$ cat src/hw/lecc_pkg.sv
// Package: register map, field layout and types for the lane error counter control block
`default_nettype none
package lecc_pkg;
  localparam int          NUM_LANES   = 4;
  localparam int          FIRST_LANE  = 4;
  localparam int          TYPES       = 3;
  // Printed offsets are word indices; bus byte address is four times the index
  localparam logic [11:0] IDX_LANE4   = 12'h484;
  localparam logic [11:0] IDX_LANE5   = 12'h485;
  localparam logic [11:0] IDX_LANE6   = 12'h486;
  localparam logic [11:0] IDX_LANE7   = 12'h487;
  localparam int          ADDR_W      = 14;
  localparam int          CTRL_W      = 8;
  localparam int          ENA_LSB     = 3;
  localparam int          CLR_LSB     = 0;
  localparam logic [2:0]  ENA_RESET   = 3'h7;
  localparam logic [2:0]  CLR_RESET   = 3'h7;
  localparam int          BIT_UNEXP_K = 2;
  localparam int          BIT_INVALID = 1;
  localparam int          BIT_DISP    = 0;
  localparam int          CNT_W       = 8;
  localparam logic [7:0]  CNT_ONE     = 8'h01;
  localparam logic [7:0]  CNT_ZERO    = 8'h00;

  typedef struct packed {
    logic [2:0] enable;
    logic [2:0] clear;
  } lecc_lane_ctrl_t;

  typedef struct packed {
    logic        psel;
    logic        penable;
    logic        pwrite;
    logic [13:0] paddr;
    logic [31:0] pwdata;
  } lecc_apb_req_t;

  typedef struct packed {
    logic [31:0] prdata;
    logic        pready;
    logic        pslverr;
  } lecc_apb_rsp_t;
endpackage
`default_nettype wire

$ cat src/hw/lecc_top.sv
// Lane 4..7 error counter control registers with their error counters, on APB
//
// Added by the designer: the APB slave port.
`default_nettype none
// Function
// Bits [5:3] enable counting per lane.
// Bit2 unexpected-K, bit1 invalid, bit0 disparity.
// Enable field resets to 0x7, R/W.
// Clear field [2:0], R/W, resets 0x7.
// Lanes 4..7 at consecutive indices 0x484..0x487.
// Set clear bit holds counter at zero.
// Enabled, uncleared counter increments per error.
module lecc_top #(
  parameter int CNT_W = lecc_pkg::CNT_W
) (
  input  wire logic                  clk_sys_in,
  input  wire logic                  rst_b_in,
  input  wire lecc_pkg::lecc_apb_req_t apb_req_in,
  output logic                       pready_out,
  output logic                       pslverr_out,
  output logic [31:0]                prdata_out,
  input  wire logic [11:0]           lane_err_in,
  output logic [3:0][2:0][CNT_W-1:0] err_count_out
);
  typedef struct packed {
    lecc_pkg::lecc_lane_ctrl_t [3:0]  ctrl;
    logic [3:0][2:0][CNT_W-1:0]       cnt;
    logic [31:0]                      rdata;
    logic                             slverr;
    logic                             done;
  } lecc_state_t;

  lecc_state_t st;
  lecc_state_t next_st;
  logic        access;
  logic        hit;
  logic [1:0]  sel;
  logic [11:0] idx;

  // Errors come from the lane decoders on this clock; no synchroniser needed
  assign idx        = apb_req_in.paddr[13:2];
  assign access     = apb_req_in.psel && apb_req_in.penable;
  // One wait state: the answer comes from flops, never straight from decode
  assign pready_out = st.done;

  always_comb begin
    hit = 1'b1;
    sel = 2'h0;
    case (idx)
      lecc_pkg::IDX_LANE4: sel = 2'h0;
      lecc_pkg::IDX_LANE5: sel = 2'h1;
      lecc_pkg::IDX_LANE6: sel = 2'h2;
      lecc_pkg::IDX_LANE7: sel = 2'h3;
      default: hit = 1'b0;
    endcase
  end

  always_comb begin
    next_st        = st;
    // Response flops stand one cycle only, so idle cycles read back zero
    next_st.done   = 1'b0;
    next_st.rdata  = 32'h0000_0000;
    next_st.slverr = 1'b0;
    if (access && !st.done) begin
      // First access cycle: capture the answer, raise pready next cycle
      next_st.done   = 1'b1;
      next_st.slverr = !hit;
      if (hit && !apb_req_in.pwrite) begin
        next_st.rdata[lecc_pkg::ENA_LSB +: 3] = st.ctrl[sel].enable;
        next_st.rdata[lecc_pkg::CLR_LSB +: 3] = st.ctrl[sel].clear;
      end
    end
    // Write lands only on the edge that completes the transfer
    if (access && st.done && hit && apb_req_in.pwrite) begin
      // Only low byte is meaningful; bits [7:6] are reserved and ignored
      next_st.ctrl[sel].enable = apb_req_in.pwdata[lecc_pkg::ENA_LSB +: 3];
      next_st.ctrl[sel].clear  = apb_req_in.pwdata[lecc_pkg::CLR_LSB +: 3];
    end
    for (int l = 0; l < lecc_pkg::NUM_LANES; l++) begin
      for (int t = 0; t < lecc_pkg::TYPES; t++) begin
        if (st.ctrl[l].clear[t]) begin
          next_st.cnt[l][t] = '0;
        end else if (st.ctrl[l].enable[t] && lane_err_in[l*3+t]) begin
          next_st.cnt[l][t] = st.cnt[l][t] + CNT_W'(1);
        end
      end
    end
  end

  always_ff @(posedge clk_sys_in or negedge rst_b_in) begin
    if (!rst_b_in) begin
      for (int l = 0; l < lecc_pkg::NUM_LANES; l++) begin
        st.ctrl[l].enable <= lecc_pkg::ENA_RESET;
        st.ctrl[l].clear  <= lecc_pkg::CLR_RESET;
      end
      st.cnt    <= '0;
      st.rdata  <= 32'h0000_0000;
      st.slverr <= 1'b0;
      st.done   <= 1'b0;
    end else begin
      st <= next_st;
    end
  end

  // Data outputs straight from flops; costs one wait state per transfer
  assign prdata_out    = st.rdata;
  assign pslverr_out   = st.slverr;
  assign err_count_out = st.cnt;

  a_clear_holds: assert property (@(posedge clk_sys_in) disable iff (!rst_b_in)
    st.ctrl[0].clear[0] |=> st.cnt[0][0] == '0)
    else $error("cleared counter not zero");
  a_disabled_keeps: assert property (@(posedge clk_sys_in) disable iff (!rst_b_in)
    (!st.ctrl[1].enable[1] && !st.ctrl[1].clear[1]) |=> $stable(st.cnt[1][1]))
    else $error("disabled counter moved");
  a_count_step: assert property (@(posedge clk_sys_in) disable iff (!rst_b_in)
    (st.ctrl[2].enable[2] && !st.ctrl[2].clear[2] && lane_err_in[8])
    |=> st.cnt[2][2] == $past(st.cnt[2][2]) + CNT_W'(1))
    else $error("counter did not step by one");
  a_write_enable: assert property (@(posedge clk_sys_in) disable iff (!rst_b_in)
    (access && apb_req_in.pwrite && idx == lecc_pkg::IDX_LANE7 && pready_out)
    |=> st.ctrl[3].enable == $past(apb_req_in.pwdata[5:3]))
    else $error("enable field not written");
  a_write_clear: assert property (@(posedge clk_sys_in) disable iff (!rst_b_in)
    (access && apb_req_in.pwrite && idx == lecc_pkg::IDX_LANE5 && pready_out)
    |=> st.ctrl[1].clear == $past(apb_req_in.pwdata[2:0]))
    else $error("clear field not written");
  a_read_back: assert property (@(posedge clk_sys_in) disable iff (!rst_b_in)
    (access && !apb_req_in.pwrite && idx == lecc_pkg::IDX_LANE6 && !pready_out)
    |=> prdata_out == {26'h0, $past(st.ctrl[2].enable), $past(st.ctrl[2].clear)})
    else $error("read data mismatch");
  a_unmapped_err: assert property (@(posedge clk_sys_in) disable iff (!rst_b_in)
    (access && idx == 12'h488 && !pready_out) |=> pslverr_out && prdata_out == 32'h0)
    else $error("unmapped access not flagged");
  a_no_write_keep: assert property (@(posedge clk_sys_in) disable iff (!rst_b_in)
    !(access && pready_out) |=> $stable(st.ctrl))
    else $error("control changed without write");
  a_lane_type_map: assert property (@(posedge clk_sys_in) disable iff (!rst_b_in)
    (st.ctrl[3].enable == 3'h4 && st.ctrl[3].clear == 3'h0 && lane_err_in[9] && !lane_err_in[11])
    |=> $stable(st.cnt[3][0]))
    else $error("wrong error type counted");

  // Bus handshake: one wait state, response flops idle at zero
  a_wait_state: assert property (@(posedge clk_sys_in) disable iff (!rst_b_in)
    (access && !pready_out)
    |=> pready_out)
    else $error("pready missing after wait state");
  a_ready_once: assert property (@(posedge clk_sys_in) disable iff (!rst_b_in)
    pready_out
    |=> !pready_out)
    else $error("pready held too long");
  a_ready_idle: assert property (@(posedge clk_sys_in) disable iff (!rst_b_in)
    !access
    |=> !pready_out)
    else $error("pready without access");
  a_wait_no_write: assert property (@(posedge clk_sys_in) disable iff (!rst_b_in)
    (access && !pready_out)
    |=> $stable(st.ctrl))
    else $error("write landed in wait state");
  a_unmapped_keep: assert property (@(posedge clk_sys_in) disable iff (!rst_b_in)
    (access && !hit)
    |=> $stable(st.ctrl))
    else $error("unmapped write changed control");
  a_rdata_idle: assert property (@(posedge clk_sys_in) disable iff (!rst_b_in)
    !pready_out
    |-> prdata_out == 32'h0)
    else $error("read data outside response");
  a_slverr_idle: assert property (@(posedge clk_sys_in) disable iff (!rst_b_in)
    !pready_out
    |-> !pslverr_out)
    else $error("error outside response");
  a_reserved_zero: assert property (@(posedge clk_sys_in) disable iff (!rst_b_in)
    pready_out
    |-> prdata_out[31:6] == 26'h0)
    else $error("reserved read bits not zero");
  a_mapped_no_err: assert property (@(posedge clk_sys_in) disable iff (!rst_b_in)
    (access && hit && !pready_out)
    |=> !pslverr_out)
    else $error("mapped access flagged");
  a_write_ena4: assert property (@(posedge clk_sys_in) disable iff (!rst_b_in)
    (access && apb_req_in.pwrite && idx == lecc_pkg::IDX_LANE4 && pready_out)
    |=> st.ctrl[0].enable == $past(apb_req_in.pwdata[5:3]))
    else $error("lane 4 enable not written");
  a_write_clr6: assert property (@(posedge clk_sys_in) disable iff (!rst_b_in)
    (access && apb_req_in.pwrite && idx == lecc_pkg::IDX_LANE6 && pready_out)
    |=> st.ctrl[2].clear == $past(apb_req_in.pwdata[2:0]))
    else $error("lane 6 clear not written");
  a_read_lane4: assert property (@(posedge clk_sys_in) disable iff (!rst_b_in)
    (access && !apb_req_in.pwrite && idx == lecc_pkg::IDX_LANE4 && !pready_out)
    |=> prdata_out[2:0] == $past(st.ctrl[0].clear))
    else $error("lane 4 clear read mismatch");

  // Counters
  a_clear_lane7: assert property (@(posedge clk_sys_in) disable iff (!rst_b_in)
    st.ctrl[3].clear[2]
    |=> st.cnt[3][2] == '0)
    else $error("lane 7 counter not cleared");
  a_clear_lane5: assert property (@(posedge clk_sys_in) disable iff (!rst_b_in)
    st.ctrl[1].clear[1]
    |=> st.cnt[1][1] == '0)
    else $error("lane 5 counter not cleared");
  a_disabled_lane4: assert property (@(posedge clk_sys_in) disable iff (!rst_b_in)
    (!st.ctrl[0].enable[2] && !st.ctrl[0].clear[2])
    |=> $stable(st.cnt[0][2]))
    else $error("disabled lane 4 counter moved");
  a_no_error_keep: assert property (@(posedge clk_sys_in) disable iff (!rst_b_in)
    (!lane_err_in[4] && !st.ctrl[1].clear[1])
    |=> $stable(st.cnt[1][1]))
    else $error("counter moved without error");
  a_count_lane4: assert property (@(posedge clk_sys_in) disable iff (!rst_b_in)
    (st.ctrl[0].enable[0] && !st.ctrl[0].clear[0] && lane_err_in[0])
    |=> st.cnt[0][0] == $past(st.cnt[0][0]) + CNT_W'(1))
    else $error("lane 4 disparity counter did not step");

  c_count: cover property (@(posedge clk_sys_in) disable iff (!rst_b_in)
    st.cnt[0][2] == CNT_W'(2));
  c_write: cover property (@(posedge clk_sys_in) disable iff (!rst_b_in)
    access && apb_req_in.pwrite && hit);
  c_read: cover property (@(posedge clk_sys_in) disable iff (!rst_b_in)
    access && !apb_req_in.pwrite && hit);
  c_unmapped: cover property (@(posedge clk_sys_in) disable iff (!rst_b_in)
    access && !hit);
  c_wait: cover property (@(posedge clk_sys_in) disable iff (!rst_b_in)
    access && !pready_out);
endmodule
`default_nettype wire

$ cat config.mk
export PLATFORM = sky130hd
export DESIGN_NAME = lecc_top
export DESIGN_NICKNAME = d
export VERILOG_FILES = /design/src/hw/lecc_pkg.sv /design/src/hw/lecc_top.sv
export SDC_FILE = /design/constraint.sdc
export NUM_CORES = 1
export LEC_CHECK = 0
export BUFFER_PORTS_ARGS = -buffer_cell sky130_fd_sc_hd__clkbuf_2
export CORE_MARGIN = 2
export CORE_UTILIZATION = 57
export CTS_CLUSTER_SIZE = 10
export DETAILED_ROUTE_END_ITERATION = 7
export MAX_ROUTING_LAYER = met4
export PLACE_DENSITY = 0.86
export SLEW_MARGIN = 0
export SYNTH_ARGS = -nofsm -noshare
export SYNTH_HDL_FRONTEND = slang
export SYNTH_SLANG_ARGS = --single-unit
$ cat constraint.sdc
create_clock -name clk_sys_in -period 2.7 [get_ports clk_sys_in]
set_input_delay 0.135 -clock clk_sys_in [delete_from_list [all_inputs] [get_ports clk_sys_in]]
set_output_delay 0.135 -clock clk_sys_in [all_outputs]
set_load 0.02 [all_outputs]
[Word-level counts from Yosys, hierarchy flattened]
Cells that the tools add are included.
Word-level totals
  register bits: 128
  input port bits: 63
  output and inout bits: 130
  word-level logic and storage cells: 112
Operators by class
  add/sub/neg operators: 12
  $lt $le $gt $ge: 2
  equality and inequality tests: 4
  mux-type cells: 36
  reduce and logical (&&, ||, !) cells: 35
Operator list (count)
  2-to-1 mux 8 bit: 25
  adder 8 x 1 -> 8 bit (second input constant): 12
  bitwise mux 24 bit: 2
  == test 12 x 11 -> 1 bit (second input constant): 4
  demux 6 bit (select 2 bit): 2
  nonzero test 2 bit: 12
  logical AND 1 bit: 19
  2-to-1 mux 6 bit: 3
  binary-select mux 6 bit (select 2 bit): 1
  case mux 2 bit (3 select lines): 1
  OR reduction 4 bit: 1
  zero test 1 bit: 3
  less-than comparator 2 x 3 -> 1 bit (second input constant): 1
  2-to-1 mux 3 bit: 1
  >= comparator 2 x 1 -> 1 bit (second input constant): 1
  2-to-1 mux 1 bit: 1

[Logic depth before layout (Yosys ltp)]
Gate-level depths: netlist of the first run.
  depth in word-level cells: 8
  mapped depth: 4
  depth with buffers taken out: 4

[Worst setup path after synthesis of the first run]
OpenSTA, ideal clock, no wires.
  path kind: reg2reg
  start: register st (netlist bit pready_out)
  end: register st[153] (netlist bit)
  arrival time: 1.666 ns
  data required time: 2.618 ns
  slack: 0.952 ns
  cell stages (with the launch flop): 4
  path buffers: 0
  period minus slack after synthesis: 1.748 ns
  cells stage by stage: dfrtp_1 > nand4_1 > nor4_4 > mux2_2
On the way
  longest elaborated chain between the ends: 3
RTL lines
  start, declared: RTL line lecc_top.sv:33  | lecc_state_t st;
  start signal, assigned: RTL line lecc_top.sv:101  | st <= next_st;
  logical AND 1 bit (3 in series): RTL line lecc_top.sv:74  | if (access && st.done && hit && apb_req_in.pwrite) begin
No other way between the ends.
A chain may end at the register's enable or synchronous reset.

[Final worst setup path of the first run]
  start: register st (netlist bit pready_out)
  end: register st[141] (netlist bit)
Same word-level chain as after synthesis.

==> results of run 1 <==
-- layout by cell type (no fill, tap or decap), drive strengths merged, types with 4 or more instances in the layout --
cell type | synthesis | layout
dlygate4sd3 | 0 | 6
nand3 | 48 | 48
inv | 10 | 10
nor2 | 39 | 39
clkinv | 0 | 6
nand4 | 23 | 23
clkbuf | 10 | 158
ha | 12 | 12
mux4 | 6 | 6
mux2 | 31 | 31
xor2 | 21 | 21
a21oi | 67 | 67
o21ai | 29 | 29
conb | 1 | 26
dfrtp | 104 | 104
buf | 134 | 4
or3 | 29 | 29
nor4 | 4 | 4
dfstp | 24 | 24
or4 | 24 | 24
nand2 | 48 | 48
o31ai | 24 | 24
nor2b | 14 | 14
-- worst max-delay path, stage by stage (launching register included) --
cell and delay (ps):
dfrtp_1 400, nand4_1 420, nor4_4 610, mux2_1 400
-- worst min-delay path by stage --
| stage | startpoint | slack [ps] | cells after the start | endpoint |
|---|---|---|---|---|
| finish | apb_req_in[3] | 20 | 2 | st[151] |
| floorplan | rst_b_in | -160 | 0 | err_count_out[0] |
| global placement | rst_b_in | 230 | 1 | err_count_out[54] |
| global route | apb_req_in[5] | 8 | 2 | st[147] |
| CTS | lane_err_in[2] | 1 | 3 | err_count_out[17] |
| detailed placement | rst_b_in | 230 | 1 | err_count_out[59] |
-- cell type report --
| cell class | count | area (um^2) | area share (%) |
|---|---|---|---|
| Sequential cell | 128 | 3233 | 41.23 |
| Multi-Input combinational cell | 460 | 2957 | 37.71 |
| Timing Repair Buffer | 147 | 788.3 | 10.05 |
| Clock buffer | 21 | 480.5 | 6.127 |
| Tap cell | 168 | 210.2 | 2.681 |
| Clock inverter | 11 | 135.1 | 1.723 |
| Inverter | 10 | 37.54 | 0.4787 |
-- logic make-up after synthesis --
| group | after synthesis | share of synthesized area [%] |
|---|---|---|
| buffers and inverters | 154 | 14.93 |
| XOR/XNOR | 24 | 2.934 |
| multiplexers | 37 | 6.758 |
| AND/OR/NAND/NOR | 240 | 18.79 |
| AO/OA/AOI/OAI | 121 | 9.324 |
| flip-flops | 128 | 45.12 |
| adder cells (fa/ha/maj) | 12 | 2.095 |
| other | 1 | 0.05233 |
-- state kept, by name, summed over array words and instances (netlist names) --
name,count
st,24
pslverr_out,1
err_count_out,96
prdata_out,6
pready_out,1
-- stage by stage --
stage	cells	power (uW)	instance area [um^2]	hold WS [ps]	setup WS, ps
after floorplan	742	2044	7259	-160.6	952.2
after global placement	907	2100	7166	232.0	689.9
after detailed placement	907	2102	7166	229.9	619.3
after CTS	945	4470	7841	1.475	782.1
after global routing	945	4583	7841	7.776	705.2
final	945	4419	7841	21.25	786.2
-- per-layer routing --
metal  GRT usage [%]  vias up  wire (um)  share of wire, %
met5               -        -          0                 0
met4           8.492        0        199               1.4
met3           4.722       16        750               5.4
met2           35.05      161       6785                48
met1           29.29     2524       6263                45
li1                -     2510          -                 -
-- synth_stat cells --
master | count | area share (%)
ha_1 | 12 | 2.1
or3_1 | 29 | 2.5
buf_1 | 2 | 0.10
nor2_1 | 39 | 2.0
mux2_2 | 8 | 1.3
or4bb_1 | 2 | 0.31
and3_1 | 3 | 0.26
a21oi_1 | 67 | 4.7
buf_2 | 3 | 0.21
dfstp_2 | 24 | 8.8
or4b_1 | 3 | 0.42
nand4b_1 | 1 | 0.12
conb_1 | 1 | 0.052
o21ai_0 | 29 | 2.0
or4_1 | 24 | 2.5
mux4_2 | 6 | 1.9
nand4_1 | 23 | 2.0
buf_6 | 1 | 0.16
nand2_1 | 48 | 2.5
buf_4 | 128 | 13
nand4bb_1 | 1 | 0.16
a21boi_0 | 1 | 0.10
xnor2_1 | 3 | 0.37
nand3_1 | 48 | 3.4
xor2_1 | 21 | 2.6
nor2b_1 | 14 | 1.2
o31ai_1 | 24 | 2.5
dfrtp_1 | 104 | 36
mux2_1 | 23 | 3.6
nor4bb_1 | 1 | 0.14
nor4_4 | 4 | 1.2
clkbuf_1 | 10 | 0.52
inv_1 | 10 | 0.52
-- power groups by stage --
| stage | combinational (uW) | clock (uW) | sequential, uW |
|---|---|---|---|
| final | 148 | 2340 | 1930 |
| after detailed placement | 143 | 0 | 1960 |
| after global placement | 141 | 0 | 1960 |
| after CTS | 150 | 2390 | 1930 |
| after floorplan | 83.1 | 0 | 1960 |
| after global routing | 166 | 2490 | 1930 |
==> metrics, run 1 <==
status complete, no violations; Combinational Power Share 3.3%; Gate Count Post-Synth 717; HPWL Detailed 10.11 mm; CTS tree built; I/O Pins 193; CTS resizes 0; Critical Path RT 3020 ps; Sw Ratio 20.75%; Max Slew Vio Count 0; post-cts hold buffer count 6; YS warnings 0; Clk pwr share 53.1%; vias in the first global route 4834; crit end category register; Setup Crit Path Kind register to register; CP max FO 6; PD cells 563.6 mW/mm^2; relative slew slack 54.21%; Die Span X 116.1 um; Post-CTS Setup Bufs 0; RR Endpoint st[141]; row count 40; GRT overflow 0; Worst Max-Slew Pin Slew 686.8 ps; DR WL/cell 14.81 um; Leakage 0.003670 uW; routability congestion estimate 0.8215; hold violation count in the final report 0; Worst Setup SP pready_out; Ant. Diodes 0; sequential element share of the synthesized area 45.12%; worst-skew pair later-pin latency 410 ps; initial antenna violation count 0; 1st-iter DRT viols 382; Startpoint Class register; layout cells sized above 1 27.67%; CP endpoint st[141]; register bit total from synthesis 128; Arr. time, crit path 2240 ps; die area 0.01348 mm^2; CTS Buf Count 17; drt drc 0; R2R Setup Slk 790 ps; via count 5211; clock period minus worst slack 1914 ps; Root Driver clkbuf_16; GRT Util Overall 22.50%; largest net degree at the start of global routing 55; number of port buffers 138; Synth cell types 33; Final Cycle Share 70.88%; maximum vdd drop 0.4320 mV; area of the core 0.01216 mm^2; Filler cells 995; Initial DRT Pass Iterations 5; maximum root-to-sink buffer count 2; Power Internal 3502 uW; Vias/cell 5.514; Final #Nets 839; Final ANT Viol Nets 0; Initial Util 58.92%; RSZ-0062 raised after global routing no; Reg2Reg Depth 3; Mapped Area 0.007166 mm^2; P_sw 917.1 uW; Worst Clk Skew 6.613 ps; max_cap viols 0; Util after Layout 64.48%; Die Span Y 116.1 um; fmax 522.5 MHz; H-tree depth 4; P&R area growth vs syn 9.429%; final WL 14.00 mm; Setup TNS Final 0 ps; CTS sink count 128; RR Startpoint pready_out; Hold Crit Class primary input to register; first-pass GRT wire length 23.12 mm; Flop pwr share 43.6%; Clock Pin Slew Worst Setup and Hold Paths 60 ps; final setup vio count 0; Avg Cell Area, Syn 9.994 um^2
Note: power is estimated with default switching activity, not from simulation.
==> run 2, diff against run 1 <==
- CORE_UTILIZATION: 57 -> 53
- PLACE_DENSITY: 0.86 -> 0.8
- clock period: 2.7 -> 1.9 ns (I/O delays scaled with it)
==> run 2 against run 1 <==
  * Utilization is 3.0 points lower
  * Register-to-register slack got worse by 510 ps
  * Clock skew about the same
  * Sequential share of layout area decreased by 1.5 points
  * Final area up 3.8%
  * Total power up 50%
  * Cell count increased by 3.4%
  * Critical endpoint is now err_count_out[7]
  * Largest power group unchanged
==> metrics, run 2 (synthesized netlist as in run 1, its figures left out) <==
number of flip-flops in the largest register 96; Die Span X 120.3 um; die area 0.01447 mm^2; CTS tree built; status complete, no violations; Flop pwr share 41.3%; Initial Util 54.11%; commonest cells after routing, fill and taps aside 137 x clkbuf_2, 104 x dfrtp_1, 67 x a21oi_1; Clk pwr share 55.0%; first-pass GRT wire length 24.27 mm; Worst Clk Skew 6.334 ps; vias in the first global route 4947; Max Slew Vio Count 0; via count 5287; HPWL Detailed 10.31 mm; maximum root-to-sink buffer count 2; Worst Setup SP st[133]; Setup TNS Final 0 ps; Final WS setup 278.7 ps; 1st-iter DRT viols 455; PD cells 814.6 mW/mm^2; final setup vio count 0; Sw Ratio 19.91%; R2R Setup Slk 280 ps; P&R area growth vs syn 13.58%; Die Span Y 120.3 um; Hold Crit Class primary input to register; Combinational Power Share 3.7%; CP endpoint err_count_out[7]; CTS resizes 0; final WL 14.34 mm; RR Startpoint st[133]; P_sw 1320 uW; Final #Nets 863; area of the core 0.01324 mm^2; Fin Hold WS 106.4 ps; number of port buffers 138; Final Cycle Share 85.33%; row count 42; initial antenna violation count 0; Power Internal 5310 uW; Vias/cell 5.411; Critical Path RT 2230 ps; fmax 616.8 MHz; crit end category register; Clock Pin Slew Worst Setup and Hold Paths 50 ps; routability congestion estimate 0.8188; H-tree depth 4; GRT overflow 0; CTS Buf Count 17; CP max FO 8; dpl ws 86.90 ps; Util after Layout 61.46%; Arr. time, crit path 1950 ps; Startpoint Class register; post-route cell area 0.008139 mm^2; I/O Pins 193; layout cells sized above 1 27.84%; max_cap viols 0; Root Driver clkbuf_16; commonest non-fill, non-tap cell in the layout clkbuf_2; Post-CTS Setup Bufs 0; drt drc 0; maximum vdd drop 0.5869 mV; Leakage 0.003804 uW; GRT Util Overall 21.38%; DR WL/cell 14.67 um; RSZ-0062 raised after global routing no; largest net degree at the start of global routing 64; worst-skew pair later-pin latency 410 ps; Initial DRT Pass Iterations 5; RR Endpoint err_count_out[7]; Final ANT Viol Nets 0; Ant. Diodes 0; dpl cell area 0.007256 mm^2; post-cts hold buffer count 21; CTS sink count 128; hold violation count in the final report 0; clock period minus worst slack 1621 ps; Reg2Reg Depth 3; Setup Crit Path Kind register to register
-- run 2: changes by cell type in the layout (fill, tap and decap cells not counted), sizes merged --
cell / previous run / this run
buf: 4 / 13
bufinv: 3 / 5
clkbuf: 158 / 159
clkinv: 6 / 3
dlygate4sd3: 6 / 21
-- run 2: layout make-up --
class                   count  area, um^2
clock buffers              22       494.2
clock inverters            10       178.9
fillers                  1132        5104
inverters                  10       37.54
multi-input cells         460        2957
flip-flops and latches    128        3233
well taps                 176       220.2
repair buffers            171        1018
-- run 2: layer usage --
metal / GRT usage, % / part of all wire, %
met2: 33.56 / 49
met5: - / 0
met1: 28.34 / 45
met3: 3.726 / 4.2
met4: 7.340 / 1.7
-- run 2: power by group through the flow --
stage	Combinational, uW	Clock (uW)	Sequential [uW]
CTS	247	3730	2740
floorplan	118	0	2790
global placement	209	0	2780
detailed placement	212	0	2780
finish	243	3650	2740
global route	272	3840	2740
-- run 2: how the worst min path moves through the flow --
stage                    from           endpoint  cells after the start
4_1_cts        apb_req_in[37]        pslverr_out                      3
3_5_place_dp         rst_b_in  err_count_out[63]                      1
5_1_grt        apb_req_in[37]        pslverr_out                      3
2_1_floorplan        rst_b_in   err_count_out[0]                      0
3_3_place_gp         rst_b_in  err_count_out[63]                      1
6_report       apb_req_in[37]        pslverr_out                      3
-- run 2: worst max-delay path, cell delays in order (launching register included) --
cell and delay, ps:
dfstp_2 590, nand4_1 240, or4_1 560, a21oi_1 150
-- run 2: through the flow --
stage / total power (uW) / std cells
after floorplan: 2904 / 742
after global placement: 2992 / 924
after detailed placement: 2995 / 924
after CTS: 6710 / 977
after global routing: 6852 / 977
final: 6630 / 977
==> run 3, diff against run 2 <==
- clock period: 1.9 -> 1.8 ns (I/O delays scaled with it)
==> run 3 against run 2 <==
  * Clock power fell by 16%
  * Utilization fell by 0.64 points
  * Sequential share of layout area rose by 0.42 points
  * Clock-buffer cell count rose by 9
  * Via count rose by 1.4%
  * Hold slack got worse by 85 ps
  * Die area did not move
  * Clock skew rose by 2.8 ps
  * Cell count rose by 0.92%
  * Largest cell class unchanged
  * Largest power group unchanged
==> metrics, run 3 (synthesized netlist as in run 1, its figures left out) <==
Arr. time, crit path 1910 ps; Final ANT Viol Nets 0; area of the core 0.01324 mm^2; Vias/cell 5.435; Ant. Diodes 0; Die Span X 120.3 um; worst-skew pair later-pin latency 410 ps; row count 42; number of flip-flops in the largest register 96; Startpoint Class register; GRT Util Overall 21.43%; status complete, no violations; Clk pwr share 49.2%; routability congestion estimate 0.8048; I/O Pins 193; Root Driver clkbuf_16; first-pass GRT wire length 24.19 mm; PD cells 769.6 mW/mm^2; Initial DRT Pass Iterations 4; Filler cells 1173; commonest cells after routing, fill and taps aside 137 x clkbuf_2, 104 x dfrtp_1, 67 x a21oi_1; Hold Crit Class primary input to register; max_cap viols 0; CTS sink count 128; Combinational Power Share 4.2%; Sw Ratio 21.24%; Die Span Y 120.3 um; Design Power 6198 uW; commonest non-fill, non-tap cell in the layout clkbuf_2; CTS tree built; Setup Crit Path Kind register to register; Critical Path RT 2130 ps; Max Slew Vio Count 0; final WL 14.69 mm; GRT overflow 0; Final #Nets 872; Worst Clk Skew 9.176 ps; Setup TNS Final 0 ps; Clock Pin Slew Worst Setup and Hold Paths 50 ps; HPWL Detailed 10.57 mm; hold violation count in the final report 0; Flop pwr share 46.6%; largest net degree at the start of global routing 33; 1st-iter DRT viols 385; Final Cycle Share 87.77%; DR WL/cell 14.90 um; clock period minus worst slack 1580 ps; final setup vio count 0; crit end category register; number of port buffers 138; initial antenna violation count 0; CTS Buf Count 17; Power Internal 4882 uW; RSZ-0062 raised after global routing no; layout cells sized above 1 27.65%; Initial Util 54.11%; vias in the first global route 5028; drt drc 0; maximum root-to-sink buffer count 2; fmax 633.0 MHz; P_sw 1317 uW; CP max FO 8; die area 0.01447 mm^2; Leakage 0.003781 uW; maximum vdd drop 0.4984 mV; P&R area growth vs syn 12.40%; H-tree depth 4; via count 5359
## run 3: critical path, stage by stage, from the launching register on
cell and delay [ps]:
dfstp_2 560, nand4_1 230, or4_1 560, a21oi_1 150
## run 3: timing repair
| action | CTS | global route |
|---|---|---|
| setup buffers | 0 | 0 |
| hold buffers | 20 | 0 |
| hold endpoints to repair | 111 | 0 |
| gates resized for setup | 0 | 0 |
## run 3: final timing paths
kind / start / slack, ps / end / depth (start not counted)
setup / recovery: st[133] / 220 / err_count_out[7] / 3
hold / removal: lane_err_in[4] / 20 / err_count_out[33] / 3
setup reg to reg: st[133] / 220 / err_count_out[7] / 3
hold reg to reg: pready_out / 530 / pready_out / 1
max in group asynchronous: rst_b_in / 950 / st[132] / 3
min in group asynchronous: rst_b_in / 160 / err_count_out[53] / 2
## run 3: power by group through the flow
stage | Combinational, uW | Clock [uW] | Sequential, uW
detailed placement | 227 | 0 | 2940
floorplan | 125 | 0 | 2940
finish | 259 | 3050 | 2890
CTS | 262 | 3120 | 2890
global placement | 225 | 0 | 2940
global route | 287 | 3260 | 2890
## run 3: area by class of cell
class,count,area (um^2),area share (%)
Tap cell,176,220.2,2.734
Clock inverter,1,5.005,0.06214
Timing Repair Buffer,180,1084,13.45
Clock buffer,31,518.0,6.432
Sequential cell,128,3233,40.14
Inverter,10,37.54,0.4661
Multi-Input combinational cell,460,2957,36.71
## run 3: metal layers
layer  routed length (um)  track usage, %  vias to the layer above
li1                     -               -                     2580
met5                    0               -                        -
met3                  594           3.726                       26
met1                 6490           27.15                     2616
met2                 7290           34.41                      137
met4                  316           8.721                        0
## run 3: through the flow
step | instance area (um^2) | cells | util (%) | hold WS, ps | setup WS (ps)
finish | 8054 | 986 | 60.82 | 21.30 | 220.1
global route | 8054 | 986 | 60.82 | 19.44 | 119.6
CTS | 8054 | 986 | 60.82 | 0.6017 | 230.0
detailed placement | 7331 | 934 | 55.36 | 57.12 | 53.96
global placement | 7331 | 934 | 55.36 | 57.31 | 62.94
floorplan | 7259 | 742 | - | -205.6 | 52.16
